--- src/srctl_pkg.sv ---
package srctl_pkg;

	// ------------------------------------------------------------
	// Register offsets (byte addresses)
	// ------------------------------------------------------------
	localparam logic [11:0] ADDR_CAUSE    = 12'h000; // reset_cause_status
	localparam logic [11:0] ADDR_SWRST    = 12'h004; // software_reset_control
	localparam logic [11:0] ADDR_VDCTL    = 12'h008; // voltage_detect_control
	localparam logic [11:0] ADDR_WDCTL    = 12'h00C; // watchdog_control
	localparam logic [11:0] ADDR_OSCSTB   = 12'h010; // oscillator stable flags
	localparam logic [11:0] ADDR_BOOT     = 12'h014; // boot_select

	// ------------------------------------------------------------
	// Cause flag positions
	// ------------------------------------------------------------
	localparam int CAUSE_POR   = 0;
	localparam int CAUSE_PIN   = 1;
	localparam int CAUSE_WDT   = 2;
	localparam int CAUSE_LVR   = 3;
	localparam int CAUSE_BOD   = 4;
	localparam int CAUSE_MCU   = 5;
	localparam int CAUSE_CORE  = 7;
	localparam int CAUSE_LOCK  = 8;
	localparam int CAUSE_W     = 9;

	// Software reset control bits
	localparam int SW_CHIP     = 0;
	localparam int SW_CORE     = 1;

	// Voltage detect control fields
	localparam int VD_BROWNOUT_ENABLE    = 0;
	localparam int VD_BROWNOUT_LEVEL_LO = 1;
	localparam int VD_BODRST   = 3;
	localparam int VD_LOWVOLT_RESET_ENABLE    = 7;
	localparam int VD_BODDG_LO = 8;
	localparam int VD_LVRDG_LO = 12;

	// User configuration word fields
	localparam int CFG_BOOT    = 1;
	localparam int CFG_BODRST  = 20;
	localparam int CFG_BROWNOUT_LEVEL_LO = 21;
	localparam int CFG_BROWNOUT_ENABLE   = 23;
	localparam int CFG_WDT_RST = 1;
	localparam int CFG_WDT_EN  = 7;

	// Reset values
	localparam logic [CAUSE_W-1:0] CAUSE_POR_VAL  = 9'h001;
	localparam logic [15:0]        WDCTL_RST_VAL  = 16'h0700;
	localparam logic [3:0]         OSCSTB_RST_VAL = 4'h0;
	localparam logic [2:0]         DG_OFF         = 3'h0;

	// ------------------------------------------------------------
	// Timing
	// ------------------------------------------------------------
	localparam int CLK_MHZ        = 100;
	localparam int PIN_FILTER_US  = 32;
	localparam int LVR_SETTLE_US  = 200;
	// Strictly longer than the time: one extra cycle
	localparam int PIN_FILTER_CYC = PIN_FILTER_US * CLK_MHZ + 1;
	localparam int LVR_SETTLE_CYC = LVR_SETTLE_US * CLK_MHZ;
	localparam int DG_UNIT_CYC    = 16;
	localparam int CNT_W          = 16;

	// Hardware reset sources
	typedef struct packed {
		logic wdt_timeout;   // watchdog or window watchdog
		logic lowvolt;       // low-voltage comparator, high = low supply
		logic brownout;      // brown-out comparator, high = low supply
		logic core_lockup;   // core locked up
		logic debug_mode;    // debugger attached
	} srctl_hw_src_t;

	// Reset outputs
	typedef struct packed {
		logic core_rst;      // processor core reset
		logic periph_rst;    // peripheral reset
		logic boot_reload;   // reload boot select from configuration
	} srctl_rst_out_t;

	// De-glitch length: select 0 is off, else 16 << sel cycles
	function automatic logic [CNT_W-1:0] srctl_dg_cycles(input logic [2:0] sel);
		srctl_dg_cycles = (sel == DG_OFF) ? 16'h0001 : CNT_W'(DG_UNIT_CYC << sel);
	endfunction : srctl_dg_cycles

endpackage : srctl_pkg

--- src/srctl_filter.sv ---
`timescale 1ns/1ps
// Persistence filter: output follows input only after it held for len cycles
module srctl_filter
	import srctl_pkg::*;
(
	input  wire logic             pclk,    // clock
	input  wire logic             presetn, // async reset, low
	input  wire logic             init,    // idle level, unused; reset value is 0
	input  wire logic             din,     // synchronous input
	input  wire logic [CNT_W-1:0] len,     // required hold, cycles
	output logic                  dout     // filtered level
);
	logic [CNT_W-1:0] cnt;

	always_ff @(posedge pclk or negedge presetn) begin
		if (!presetn) begin
			cnt  <= '0;
			dout <= 1'b0;
		end else if (din == dout) begin
			cnt <= '0;
		end else if (cnt + 16'h0001 >= len) begin
			cnt  <= '0;
			dout <= din;
		end else begin
			cnt <= cnt + 16'h0001;
		end
	end

	// Init only documents the idle level; reset value is a constant
	logic unused_init;
	assign unused_init = init;
endmodule : srctl_filter

--- src/srctl_top.sv ---
`timescale 1ns/1ps
// Notes on behaviour
// (RULE1) Nine sources; core-only reset spares peripherals
// (RULE2) Cause flags at fixed status bit positions
// (RULE3) Power-on sets status 0x001; write-one clears
// (RULE4) Pin low over 32us resets, high releases
// (RULE5) Pin reset sets status bit 1
// (RULE6) Low-voltage reset waits 200us after enable
// (RULE7) Low-voltage de-glitch from control bits 14:12
// (RULE8) Low-voltage on, no de-glitch; sets bit 3
// (RULE9) Brown-out de-glitch from control bits 10:8
// (RULE10) Brown-out settings load from config bits 23..20
// (RULE11) Watchdog reset sets status bit 2
// (RULE12) Lockup causes reset, sets status bit 8
// (RULE13) Lockup ignored while in debug mode
// (RULE14) Core reset bit resets core, sets bit 7
// (RULE15) Chip reset bit acts as power-on reset
// (RULE16) System request resets, keeps boot select, bit 5
// (RULE17) Watchdog control to 0x0700 on listed resets
// (RULE18) Uncovered state kept; oscillator flags power-on only
// (RULE19) Hardware via reset signals, software via registers
// (RULE20) Reset pin is asynchronous, synchronised first
// (RULE21) Flags clear only on software write-one
module srctl_top
	import srctl_pkg::*;
(
	input  wire logic           pclk,                    // APB clock, 100 MHz
	input  wire logic           presetn,                 // power-on reset, low
	input  wire logic           psel,                    // APB select
	input  wire logic           penable,                 // APB enable
	input  wire logic           pwrite,                  // APB direction
	input  wire logic [11:0]    paddr,                   // APB byte address
	input  wire logic [31:0]    pwdata,                  // APB write data
	output logic      [31:0]    prdata,                  // APB read data
	output logic                pready,                  // APB ready
	output logic                pslverr,                 // APB error
	input  wire logic           external_reset_pin_n,    // reset pin, low active
	input  wire logic [31:0]    user_config_word,        // configuration word
	input  wire logic           system_reset_request_bit, // core reset request
	input  wire srctl_hw_src_t  hw_src,                  // hardware sources
	input  wire logic [3:0]     osc_stable_set,          // oscillators stable
	output srctl_rst_out_t      rst_out,                 // reset outputs
	output logic [15:0]         watchdog_control,        // watchdog control
	output logic [7:0]          voltage_detect_control_q, // detector settings
	output logic                boot_select              // boot select
);
	// ------------------------------------------------------------
	// Input synchronisers
	// ------------------------------------------------------------
	logic [5:0] sync1;
	logic [5:0] sync2;
	logic [5:0] async_in;

	assign async_in = {external_reset_pin_n, hw_src.wdt_timeout, hw_src.lowvolt,
		hw_src.brownout, hw_src.core_lockup, hw_src.debug_mode};

	always_ff @(posedge pclk or negedge presetn) begin // [RULE20]
		if (!presetn) begin
			sync1 <= 6'h20;
			sync2 <= 6'h20;
		end else begin
			sync1 <= async_in;
			sync2 <= sync1;
		end
	end

	logic pin_low_s, wdt_s, lv_s, bod_s, lock_s, dbg_s;
	assign pin_low_s = ~sync2[5];
	assign wdt_s     = sync2[4];
	assign lv_s      = sync2[3];
	assign bod_s     = sync2[2];
	assign lock_s    = sync2[1];
	assign dbg_s     = sync2[0];

	// ------------------------------------------------------------
	// Registers
	// ------------------------------------------------------------
	logic [CAUSE_W-1:0] reset_cause_status;
	logic [1:0]         software_reset_control;
	logic [2:0]         lowvolt_deglitch_select;
	logic [2:0]         brownout_deglitch_select;
	logic               lowvolt_reset_enable;
	logic               brownout_enable;
	logic [1:0]         brownout_level;
	logic               brownout_reset_enable;
	logic [3:0]         osc_stable;
	logic               cfg_loaded;

	// ------------------------------------------------------------
	// Filters
	// ------------------------------------------------------------
	logic pin_rst, lv_filt, bod_filt;

	srctl_filter u_pin_filt (
		.pclk    (pclk),
		.presetn (presetn),
		.init    (1'b0),
		.din     (pin_low_s),
		.len     (CNT_W'(PIN_FILTER_CYC)),
		.dout    (pin_rst)                                // [RULE4]
	);

	srctl_filter u_lv_filt (
		.pclk    (pclk),
		.presetn (presetn),
		.init    (1'b0),
		.din     (lv_s),
		.len     (srctl_dg_cycles(lowvolt_deglitch_select)),
		.dout    (lv_filt)                                // [RULE7]
	);

	srctl_filter u_bod_filt (
		.pclk    (pclk),
		.presetn (presetn),
		.init    (1'b0),
		.din     (bod_s & brownout_enable),
		.len     (srctl_dg_cycles(brownout_deglitch_select)),
		.dout    (bod_filt)                               // [RULE9]
	);

	// ------------------------------------------------------------
	// Low-voltage settle timer
	// ------------------------------------------------------------
	logic [CNT_W-1:0] lv_settle_cnt;
	logic             lv_active;

	always_ff @(posedge pclk or negedge presetn) begin
		if (!presetn) begin
			lv_settle_cnt <= '0;
			lv_active     <= 1'b0;
		end else if (!lowvolt_reset_enable) begin
			lv_settle_cnt <= '0;
			lv_active     <= 1'b0;
		end else if (!lv_active) begin
			if (lv_settle_cnt + 16'h0001 >= CNT_W'(LVR_SETTLE_CYC)) begin
				lv_active <= 1'b1;                                // [RULE6]
			end
			lv_settle_cnt <= lv_settle_cnt + 16'h0001;
		end
	end

	// ------------------------------------------------------------
	// Source qualification
	// ------------------------------------------------------------
	logic lv_rst, bod_rst, lock_rst;
	logic chip_req, core_req, mcu_req;
	logic apb_wr;

	assign apb_wr   = psel & penable & pwrite;
	assign lv_rst   = lv_filt & lv_active;
	assign bod_rst  = bod_filt & brownout_reset_enable;
	assign lock_rst = lock_s & ~dbg_s;                             // [RULE13] [RULE12]
	assign chip_req = apb_wr & (paddr == ADDR_SWRST) & pwdata[SW_CHIP]; // [RULE19]
	assign core_req = apb_wr & (paddr == ADDR_SWRST) & pwdata[SW_CORE];
	assign mcu_req  = system_reset_request_bit;

	// Full-chip group restores watchdog control and, except on brown-out, the brown-out settings
	logic full_grp, sys_grp;
	assign full_grp = pin_rst | wdt_s | lv_rst | bod_rst | chip_req;     // [RULE17]
	assign sys_grp  = full_grp | lock_rst | mcu_req;                    // [RULE1]

	// ------------------------------------------------------------
	// Reset outputs
	// ------------------------------------------------------------
	always_ff @(posedge pclk or negedge presetn) begin
		if (!presetn) begin
			rst_out <= '{core_rst: 1'b1, periph_rst: 1'b1, boot_reload: 1'b1};
		end else begin
			rst_out.core_rst    <= sys_grp | core_req;                 // [RULE14]
			rst_out.periph_rst  <= sys_grp;                            // [RULE1]
			rst_out.boot_reload <= full_grp & ~mcu_req;                // [RULE15] [RULE16]
		end
	end

	// ------------------------------------------------------------
	// Cause flags: set wins over clear
	// ------------------------------------------------------------
	logic [CAUSE_W-1:0] cause_set;
	logic [CAUSE_W-1:0] cause_clr;

	always_comb begin
		cause_set              = '0;
		cause_set[CAUSE_PIN]   = pin_rst;                         // [RULE5]
		cause_set[CAUSE_WDT]   = wdt_s;                           // [RULE11]
		cause_set[CAUSE_LVR]   = lv_rst;                          // [RULE8]
		cause_set[CAUSE_BOD]   = bod_rst;                         // [RULE2]
		cause_set[CAUSE_MCU]   = mcu_req;                         // [RULE16]
		cause_set[CAUSE_CORE]  = core_req;                        // [RULE14]
		cause_set[CAUSE_LOCK]  = lock_rst;                        // [RULE12]
		cause_set[CAUSE_POR]   = chip_req;                        // [RULE15]
		cause_clr = (apb_wr && paddr == ADDR_CAUSE) ? pwdata[CAUSE_W-1:0] : '0;
	end

	always_ff @(posedge pclk or negedge presetn) begin
		if (!presetn) begin
			reset_cause_status <= CAUSE_POR_VAL;                   // [RULE3]
		end else begin
			reset_cause_status <= (reset_cause_status & ~cause_clr) | cause_set; // [RULE21]
		end
	end

	// ------------------------------------------------------------
	// Voltage detect control
	// ------------------------------------------------------------
	always_ff @(posedge pclk or negedge presetn) begin
		if (!presetn) begin
			lowvolt_reset_enable     <= 1'b1;                      // [RULE8]
			lowvolt_deglitch_select  <= DG_OFF;
			brownout_deglitch_select <= DG_OFF;
			brownout_enable          <= 1'b0;
			brownout_level           <= 2'h0;
			brownout_reset_enable    <= 1'b0;
			cfg_loaded               <= 1'b0;
		end else if (!cfg_loaded || (full_grp && !bod_rst) || lock_rst || mcu_req) begin
			// Brown-out itself keeps these so the detector stays armed
			brownout_enable       <= user_config_word[CFG_BROWNOUT_ENABLE];          // [RULE10]
			brownout_level        <= user_config_word[CFG_BROWNOUT_LEVEL_LO +: 2];
			brownout_reset_enable <= user_config_word[CFG_BODRST];
			cfg_loaded            <= 1'b1;
		end else if (apb_wr && paddr == ADDR_VDCTL) begin
			brownout_enable          <= pwdata[VD_BROWNOUT_ENABLE];
			brownout_level           <= pwdata[VD_BROWNOUT_LEVEL_LO +: 2];
			brownout_reset_enable    <= pwdata[VD_BODRST];
			lowvolt_reset_enable     <= pwdata[VD_LOWVOLT_RESET_ENABLE];
			brownout_deglitch_select <= pwdata[VD_BODDG_LO +: 3];
			lowvolt_deglitch_select  <= pwdata[VD_LVRDG_LO +: 3];
		end
	end

	// ------------------------------------------------------------
	// Watchdog control, boot select, oscillator flags
	// ------------------------------------------------------------
	always_ff @(posedge pclk or negedge presetn) begin
		if (!presetn) begin
			watchdog_control <= WDCTL_RST_VAL;
		end else if (full_grp || !cfg_loaded) begin
			watchdog_control <= WDCTL_RST_VAL;                             // [RULE17]
			watchdog_control[CFG_WDT_RST] <= user_config_word[CFG_WDT_RST];
			watchdog_control[CFG_WDT_EN]  <= user_config_word[CFG_WDT_EN];
		end else if (apb_wr && paddr == ADDR_WDCTL) begin
			watchdog_control <= pwdata[15:0];                              // [RULE18]
		end
	end

	always_ff @(posedge pclk or negedge presetn) begin
		if (!presetn) begin
			boot_select <= 1'b0;
		end else if (!cfg_loaded || (full_grp && !mcu_req)) begin
			boot_select <= user_config_word[CFG_BOOT];                    // [RULE15]
		end else if (apb_wr && paddr == ADDR_BOOT) begin
			boot_select <= pwdata[0];                                      // [RULE16]
		end
	end

	always_ff @(posedge pclk or negedge presetn) begin
		if (!presetn) begin
			osc_stable <= OSCSTB_RST_VAL;                                  // [RULE18]
		end else begin
			osc_stable <= osc_stable | osc_stable_set;
		end
	end

	always_ff @(posedge pclk or negedge presetn) begin
		if (!presetn) begin
			software_reset_control <= 2'h0;
		end else begin
			// Self-clearing: the request is a one-cycle pulse
			software_reset_control <= {core_req, chip_req};
		end
	end

	always_ff @(posedge pclk or negedge presetn) begin
		if (!presetn) begin
			voltage_detect_control_q <= 8'h00;
		end else begin
			voltage_detect_control_q <= {lowvolt_reset_enable, 3'h0, brownout_reset_enable,
				brownout_level, brownout_enable};
		end
	end

	// ------------------------------------------------------------
	// APB slave: one wait-free access phase
	// ------------------------------------------------------------
	logic [31:0] rd_mux;
	logic        addr_ok;

	always_comb begin
		rd_mux  = 32'h0000_0000;
		addr_ok = 1'b1;
		case (paddr)
			ADDR_CAUSE:  rd_mux = {23'h0, reset_cause_status};
			ADDR_SWRST:  rd_mux = {30'h0, software_reset_control};
			ADDR_VDCTL:  rd_mux = {17'h0, lowvolt_deglitch_select, 1'b0,
				brownout_deglitch_select, lowvolt_reset_enable, 3'h0,
				brownout_reset_enable, brownout_level, brownout_enable};
			ADDR_WDCTL:  rd_mux = {16'h0, watchdog_control};
			ADDR_OSCSTB: rd_mux = {28'h0, osc_stable};
			ADDR_BOOT:   rd_mux = {31'h0, boot_select};
			default:     addr_ok = 1'b0;
		endcase
	end

	always_ff @(posedge pclk or negedge presetn) begin
		if (!presetn) begin
			prdata  <= 32'h0000_0000;
			pready  <= 1'b0;
			pslverr <= 1'b0;
		end else begin
			pready  <= psel & ~penable;
			pslverr <= psel & ~penable & ~addr_ok;
			prdata  <= (psel & ~penable & ~pwrite) ? rd_mux : 32'h0000_0000;
		end
	end
endmodule : srctl_top

--- config.mk ---
export PLATFORM = sky130hd
export DESIGN_NAME = srctl_top
export DESIGN_NICKNAME = d
export VERILOG_FILES = /design/src/srctl_pkg.sv /design/src/srctl_filter.sv /design/src/srctl_top.sv
export SDC_FILE = /design/constraint.sdc
export NUM_CORES = 1
export LEC_CHECK = 0
export BUFFER_PORTS_ARGS = -buffer_cell sky130_fd_sc_hd__buf_4
export CORE_MARGIN = 3
export CORE_UTILIZATION = 60
export DETAILED_ROUTE_END_ITERATION = 6
export PLACE_DENSITY_LB_ADDON = 0.25
export SYNTH_ARGS = -nofsm -noshare
export SYNTH_HDL_FRONTEND = slang
export SYNTH_SLANG_ARGS = --single-unit
export TNS_END_PERCENT = 30
--- constraint.sdc ---
create_clock -name pclk -period 4.9 [get_ports pclk]
set_clock_uncertainty 0.2 [all_clocks]
set_input_delay 0.245 -clock pclk [delete_from_list [all_inputs] [get_ports pclk]]
set_output_delay 0.245 -clock pclk [all_outputs]
set_load 0.005 [all_outputs]
==> results of run 1 <==
## report_power, final
group,switching (mW),internal (mW),total (mW),leakage (nW)
sequential,0.0158,1.26,1.28,1.93
combinational,0.0846,0.0819,0.166,1.93
clock,0.512,0.761,1.27,0.276
total,0.613,2.10,2.72,4.14
## area by class of cell
cell class / count / area (µm²)
Sequential cell: 150 / 3770
Multi-Input combinational cell: 545 / 3500
Fill cell: 792 / 2900
Timing Repair Buffer: 135 / 1120
Clock buffer: 20 / 447
Tap cell: 168 / 210
Clock inverter: 12 / 129
Inverter: 10 / 37.5
## worst max path at each step
stage	endpoint	from
CTS	watchdog_control[7]	lv_active
global route	watchdog_control[1]	lv_active
finish	watchdog_control[1]	lv_active
floorplan	u_lv_filt.dout	u_lv_filt.cnt[2]
global placement	u_bod_filt.cnt[11]	u_bod_filt.cnt[2]
detailed placement	u_bod_filt.cnt[1]	u_bod_filt.cnt[2]
## layout by cell type, fill, tap and decap left out, types with 10 or more instances in the layout
master,instances
clkbuf_16,17
nor3_1,14
and2_1,21
dfrtp_1,140
ha_1,21
a21oi_1,30
nand3_1,34
dlygate4sd3_1,42
nand4_1,19
dfstp_2,10
inv_1,10
xor2_1,21
mux2i_1,20
nand2_1,75
buf_4,92
nor2b_1,18
nor2_1,65
conb_1,32
xnor2_1,33
and3_1,12
## through the flow
stage	power, mW	instance area [µm²]	hold slack, ps	cells	utilization, %
floorplan	1.36	7630	-251	754	-
global placement	1.43	8220	132	966	67.9
detailed placement	1.44	8220	135	966	67.9
CTS	2.73	9220	18.5	1040	76.1
global route	2.81	9220	33.5	1040	76.1
finish	2.72	9220	21.3	1040	76.1
## tightest hold or removal path, delay by kind of cell
kind,cells,cell delay [ps]
AND/OR/NAND/NOR,3,290
buffers and inverters,1,80
## flip-flops by register name, indices dropped and copies added, names as in the netlist, 3 cells and up
register                  count
lv_settle_cnt                16
prdata                       16
u_bod_filt.cnt               16
u_lv_filt.cnt                16
u_pin_filt.cnt               16
watchdog_control             16
reset_cause_status            9
sync1                         6
sync2                         6
voltage_detect_control_q      5
osc_stable                    4
brownout_deglitch_select      3
lowvolt_deglitch_select       3
rst_out                       3
## kinds of logic (layout without fill, tap and decap cells)
family | after synthesis | after routing | share of synthesized area (%)
other cells | 2 | 32 | 0.100
mux | 35 | 35 | 5.41
xor+xnor | 54 | 54 | 6.29
fa+ha+maj | 21 | 21 | 3.50
flops | 150 | 150 | 50.1
buf+inv | 59 | 177 | 4.73
compound gates | 77 | 77 | 6.71
simple gates | 326 | 326 | 23.1
## metal layers
layer	track usage, %	up-vias	share of wire [%]
met5	0	-	0
met4	8.42	0	1.9
met3	5.81	28	5.4
met2	43.2	196	50
met1	33.4	2797	42
li1	-	2732	-
## repair_timing
item	in CTS	in global routing
hold endpoints to repair	156	0
endpoints found under the setup margin	0	0
hold buffers	42	0
==> metrics.md, run 1 <==
| Metric | Value |
|---|---|
| Fin. max-slew vios | 0 |
| Worst R2R Start | lv_active |
| Worst flop-to-flop path endpoint | watchdog_control[1] |
| Gate Count Post-Synth | 724 |
| Seq/Total Area, Yosys | 50.1% |
| Via density | ~5.5 |
| Most frequent cell after synthesis | dfrtp_1 |
| CTS buffer count | 17 |
| Antenna violations before repair | 0 |
| Die H | between 100 and 150 µm |
| Critical path's most frequent cell | nand2_1 |
| Site Rows | 40 |
| DR pass1 iterations | 5 |
| Starting density of the core | between 60% and 70% |
| Unrepaired setup endpoints after global routing | false |
| Die Wd | 118 µm |
| CTS tree | done |
| Unique masters post-synth | 72 |
| First-pass GRT wire length | 28.7 mm |
| Setup Total Neg Slack | 0 ps |
| All-Layer GR Usage | approximately 26% |
| Buf+Inv Stages, Crit Path | 1 |
| Setup Buffers After CTS | 0 |
| Reg2reg setup slack | 1310 ps |
| CP Capture Type | register |
| Antenna Violating Nets Remaining | 0 |
| Hold Vio Cnt, Final | 0 |
| Vias in the first global route | 5809 |
| Synth cell count leaders | 140 x dfrtp_1, 75 x nand2_1, 65 x nor2_1 |
| Mapped Avg Cell Area | 10.4 µm² |
| Drc violations | 0 |
| Synth area leader | dfrtp_1 |
| Max clock buf depth | 2 |
| Max cap viols | 0 |
| CP Depth | 6 |
| Maximum vdd drop | 379 µV |
| H-tree levels | 4 |
| Leakage power | 4.14 nW |
| WP data required | roughly 5000 ps |
| DR WL/cell | around 16 µm |
| Largest net degree at the start of global routing | 106 |
| Number of synthesized flops with an enable pin | 0 |
| Main synth FF type | dfrtp_1 |
| Ys async rst share | 100% |
| Slowest CP cell | a311oi_1 |
| Fin nets | 972 |
| Hold endpoint | software_reset_control[0] |
| Status | completed |
| Root Buffer | clkbuf_16 |
| #FFs+latches synth | 150 |
| Setup CP Type | reg2reg |
| Critical path launch point type | register |
| Diode count | 0 |
| WHS Path Cells | 4 |
| Layout cells sized above 1 | between 10% and 20% |
| CP cell instances | a211o_2, a311oi_1, nand2_1, nand2_1, o21ai_0, dlygate4sd3_1 |
| Global placer's final weighted congestion | 0.903 |
| Yosys warnings | 0 |
| WL final | roughly 17 mm |
| Synth area leaders | dfrtp_1 47%, xnor2_1 3.8%, nand2_1 3.7%, dfstp_2 3.5%, ha_1 3.5% |
| Crit path max-delay family | compound AO/OA/AOI/OAI gates |
| Via count | around 5800 |
| # clock sinks | 150 |
| Core box area | around 12000 µm² |
| Crit path DAT | 3700 ps |
| Final min period | 3590 ps |
| CP peak stage delay | 800 ps |
| Rel. slew slack | a little under a third |
| Fin worst setup slack | between 1000 and 1500 ps |
| PortBufs | 92 |
| Achievable frequency | around 0.28 GHz |
| Synth top area share | 46.6% |
| Io pins | between 150 and 200 |
| Initial drt markers | 537 |
| Reg2Reg Depth | 6 |
| Largest fanout on the critical path | 15 |
| GR Overflow Total | 0 |
| Worst-Margin Slew | between 1000 and 1500 ps |
| Hold_sp | paddr[6] |
| Power per cell area | 295 nW/µm² |
| Synthesized area | 7510 µm² |
| Tcrit/Tclk final | 73.3% |
| Setup-failing EPs final | 0 |
| Clk pin slew, worst setup/hold paths | about 60 ps |
| CTS resizes | 0 |
| Clk_lat worst skew | 430 ps |
| DP HPWL | between 10 and 15 mm |
| Area grow syn2layout | 22.7% |
| DIE AREA | 13900 µm² |
| HP Class | in2reg |
| DP Worst Slack | 1570 ps |
Note: power is estimated with default switching activity, not from simulation.
==> run 2: changes to the inputs <==
- ABC_AREA: default -> 1
- CORE_UTILIZATION: 60 -> 50
- clock period: 4.9 -> 3.1 ns (I/O delays scaled with it)
==> run 2 against run 1 <==
  * Routed wire length up 6.9%
  * Power up 63%
  * Critical path depth up 5
  * Critical endpoint unchanged
  * Largest power group unchanged
==> metrics.md, run 2 <==
| Metric | Value |
|---|---|
| Status | completed |
| Cell area after layout | 9680 µm² |
| WP data required | about 3300 ps |
| Yosys warnings | 0 |
| DP HPWL | roughly 13 mm |
| Synth area leader | dfrtp_1 |
| Diode count | 0 |
| Setup Buffers After CTS | 0 |
| Clk_lat worst skew | 420 ps |
| Leading cell types in the layout, fill and taps excluded | 281 x nand2_1, 140 x dfrtp_1, 110 x inv_1, 98 x nor2_1, 97 x buf_4 |
| Achievable frequency | ~0.35 GHz |
| Initial drt markers | between 300 and 400 |
| Critical path launch point type | input port |
| Met3 usage | 5.77% |
| Via density | 5.05 |
| Io pins | approximately 150 |
| Setup Total Neg Slack | 0 ps |
| Synth cell count leaders | 282 x nand2_1, 140 x dfrtp_1, 110 x inv_1 |
| Adder-cell share of the synthesized area | 3.38% |
| Max cap viols | 0 |
| Synth top area share | a little under half |
| Post-synthesis compound-gate area fraction | 5.59% |
| Main synth FF type | dfrtp_1 |
| Hold Vio Cnt, Final | 0 |
| Setup-failing EPs final | 0 |
| CP peak stage delay | ~540 ps |
| Largest fanout on the critical path | 12 |
| Rel. slew slack | between 40% and 50% |
| Power Total | 4.44 mW |
| Post-Synth Simple-Gate Area | 31.0% |
| Fin nets | 1244 |
| CTS tree | done |
| Seq/Total Area, Yosys | about half |
| Clock share of power | 45.7% |
| Area share of xor/xnor cells in the synthesized design | 2.71% |
| Ys async rst share | 100% |
| Starting density of the core | between 50% and 60% |
| CP cell instances | dlygate4sd3_1, buf_4, inv_1, nor3_4, nand4_1, nand2_2, nor2_2, inv_1, nand2_1, nand2_1, dlygate4sd3_1 |
| DR pass1 iterations | 6 |
| DIE AREA | ~17000 µm² |
| Drc violations | 0 |
| Area grow syn2layout | 24.7% |
| Slowest CP cell | dlygate4sd3_1 |
| Final min period | slightly below 3000 ps |
| Main combinational cell family by area after synthesis | simple AND/OR/NAND/NOR gates |
| CTS buffer count | 17 |
| Maximum vdd drop | between 300 and 400 µV |
| Via count | 6709 |
| Site Rows | 44 |
| Crit path DAT | slightly above 3000 ps |
| Synth area leaders | dfrtp_1 45%, nand2_1 14%, inv_1 5.3%, nand3_1 5.0%, nor2_1 4.7% |
| All-Layer GR Usage | 22.5% |
| Largest net degree at the start of global routing | between 70 and 80 |
| H-tree levels | 4 |
| First-pass GRT wire length | ~30 mm |
| Cell Area, Placed | 8620 µm² |
| CP Capture Type | register |
| # clock sinks | 150 |
| Leakage power | between 4 and 5 nW |
| Power per cell area | 459 nW/µm² |
| Most frequent cell after synthesis | nand2_1 |
| Tcrit/Tclk final | 93.3% |
| PortBufs | 92 |
| Number of synthesized flops with an enable pin | 0 |
| Die Wd | 131 µm |
| Mapped Avg Cell Area | about 8.0 µm² |
| Antenna Violating Nets Remaining | 0 |
| Fin. max-slew vios | 0 |
| Combinational Power Share | about 7.7% |
| GR peak layer | met2 |
| Unrepaired setup endpoints after global routing | false |
| #FFs+latches synth | 150 |
| Clk pin slew, worst setup/hold paths | ~60 ps |
| Vias in the first global route | 6405 |
| Fillers | roughly 1300 |
| NetSw | 1.05 mW |
| Die H | 131 µm |
| Max clock buf depth | 2 |
| Layout cells sized above 1 | between 10% and 20% |
| Worst-Margin Slew | 841 ps |
| Global placer's final weighted congestion | 0.859 |
| Core box area | 14900 µm² |
| GR Overflow Total | 0 |
| Synthesized area | 7770 µm² |
| Mux cell area share after synthesis | 0.129% |
| Gate Count Post-Synth | ~1000 |
| Int Pwr | 3.39 mW |
| DR WL/cell | roughly 14 µm |
| HP Class | in2async |
| Most common cell after layout, fill and taps aside | nand2_1 |
| Antenna violations before repair | 0 |
| GR Util met1 | between 20% and 30% |
| WL final | 18.3 mm |
| Unique masters post-synth | 38 |
| Sequential share of power | 46.6% |
| Setup CP Type | in2reg |
| Sw Share | a little under a quarter |
| Met2 Use GR | 37.2% |
| Root Buffer | clkbuf_16 |
[run 2: cell types whose count changed in the layout (fill, tap and decap cells not counted), sizes merged, moves of 18 or more]
cell | previous run | this run
nand2 | 75 | 291
inv | 11 | 113
nor2 | 65 | 133
nand3 | 36 | 79
o21ai | 8 | 31
xnor2 | 33 | 11
and2 | 22 | 2
mux2i | 20 | 1
nor2b | 18 | 0
[run 2: what timing repair did]
item                       4_1_cts  5_1_grt
hold endpoints to repair       135        0
setup endpoints to repair        0       13
hold buffers                    47        0
gates resized for setup          0        2
[run 2: per-stage QoR]
| step | hold WS, ps | setup slack (ps) | util [%] | instances |
|---|---|---|---|---|
| after global placement | 33.7 | 251 | 58.0 | 1249 |
| after global routing | 153 | 10.7 | 65.1 | 1328 |
| after detailed placement | 36.6 | 192 | 58.0 | 1249 |
| final | 118 | 207 | 65.1 | 1328 |
| after floorplan | -341 | 591 | - | 1002 |
| after CTS | 88.7 | 181 | 65.1 | 1328 |
[run 2: path summary, 6_finish.rpt]
| path | start | end | slack [ps] | cells after the start |
|---|---|---|---|---|
| min in group pclk | paddr[6] | reset_cause_status[0] | 120 | 6 |
| worst min register to register | sync1[0] | sync2[0] | 150 | 0 |
| max in group asynchronous | presetn | lowvolt_reset_enable | 1790 | 3 |
| worst min-delay path | presetn | u_bod_filt.cnt[13] | 120 | 2 |
| worst max-delay path | psel | watchdog_control[1] | 210 | 11 |
| worst max register to register | u_lv_filt.cnt[2] | u_lv_filt.dout | 360 | 15 |
[run 2: critical path: cells and delay by family]
family                 cells  cell delay, ps
buffers and inverters      5            1610
AND/OR/NAND/NOR            6            1260
[run 2: kinds of logic (layout without fill, tap and decap cells)]
| logic type | Yosys count | count (layout) |
|---|---|---|
| buffers and inverters | 148 | 290 |
| AO/OA/AOI/OAI | 82 | 82 |
| adder cells (fa/ha/maj) | 21 | 21 |
| XOR/XNOR | 24 | 24 |
| other | 2 | 32 |
| multiplexers | 1 | 1 |
| flip-flops | 150 | 150 |
| AND/OR/NAND/NOR | 544 | 544 |
[run 2: cell type report]
class	instances	area [µm²]	area share [%]
Tap cell	184	230	2.38
Multi-Input combinational cell	704	3450	35.6
Inverter	112	420	4.34
Clock buffer	20	457	4.72
Clock inverter	12	128	1.32
Timing Repair Buffer	146	1230	12.7
Sequential cell	150	3770	38.9
[run 2: layer usage]
layer  up-vias  part of all wire [%]
li1       3332                     -
met1      3117                    43
met2       224                    48
met3        36                   7.0
met4         0                   2.0
met5         -                     0
[run 2: power by group through the flow]
stage | Clock [mW] | Sequential, mW | Combinational, mW
after floorplan | 0 | 2.09 | 0.157
after global placement | 0 | 2.10 | 0.284
after detailed placement | 0 | 2.10 | 0.288
after CTS | 2.06 | 2.07 | 0.342
after global routing | 2.15 | 2.08 | 0.389
final | 2.03 | 2.07 | 0.342
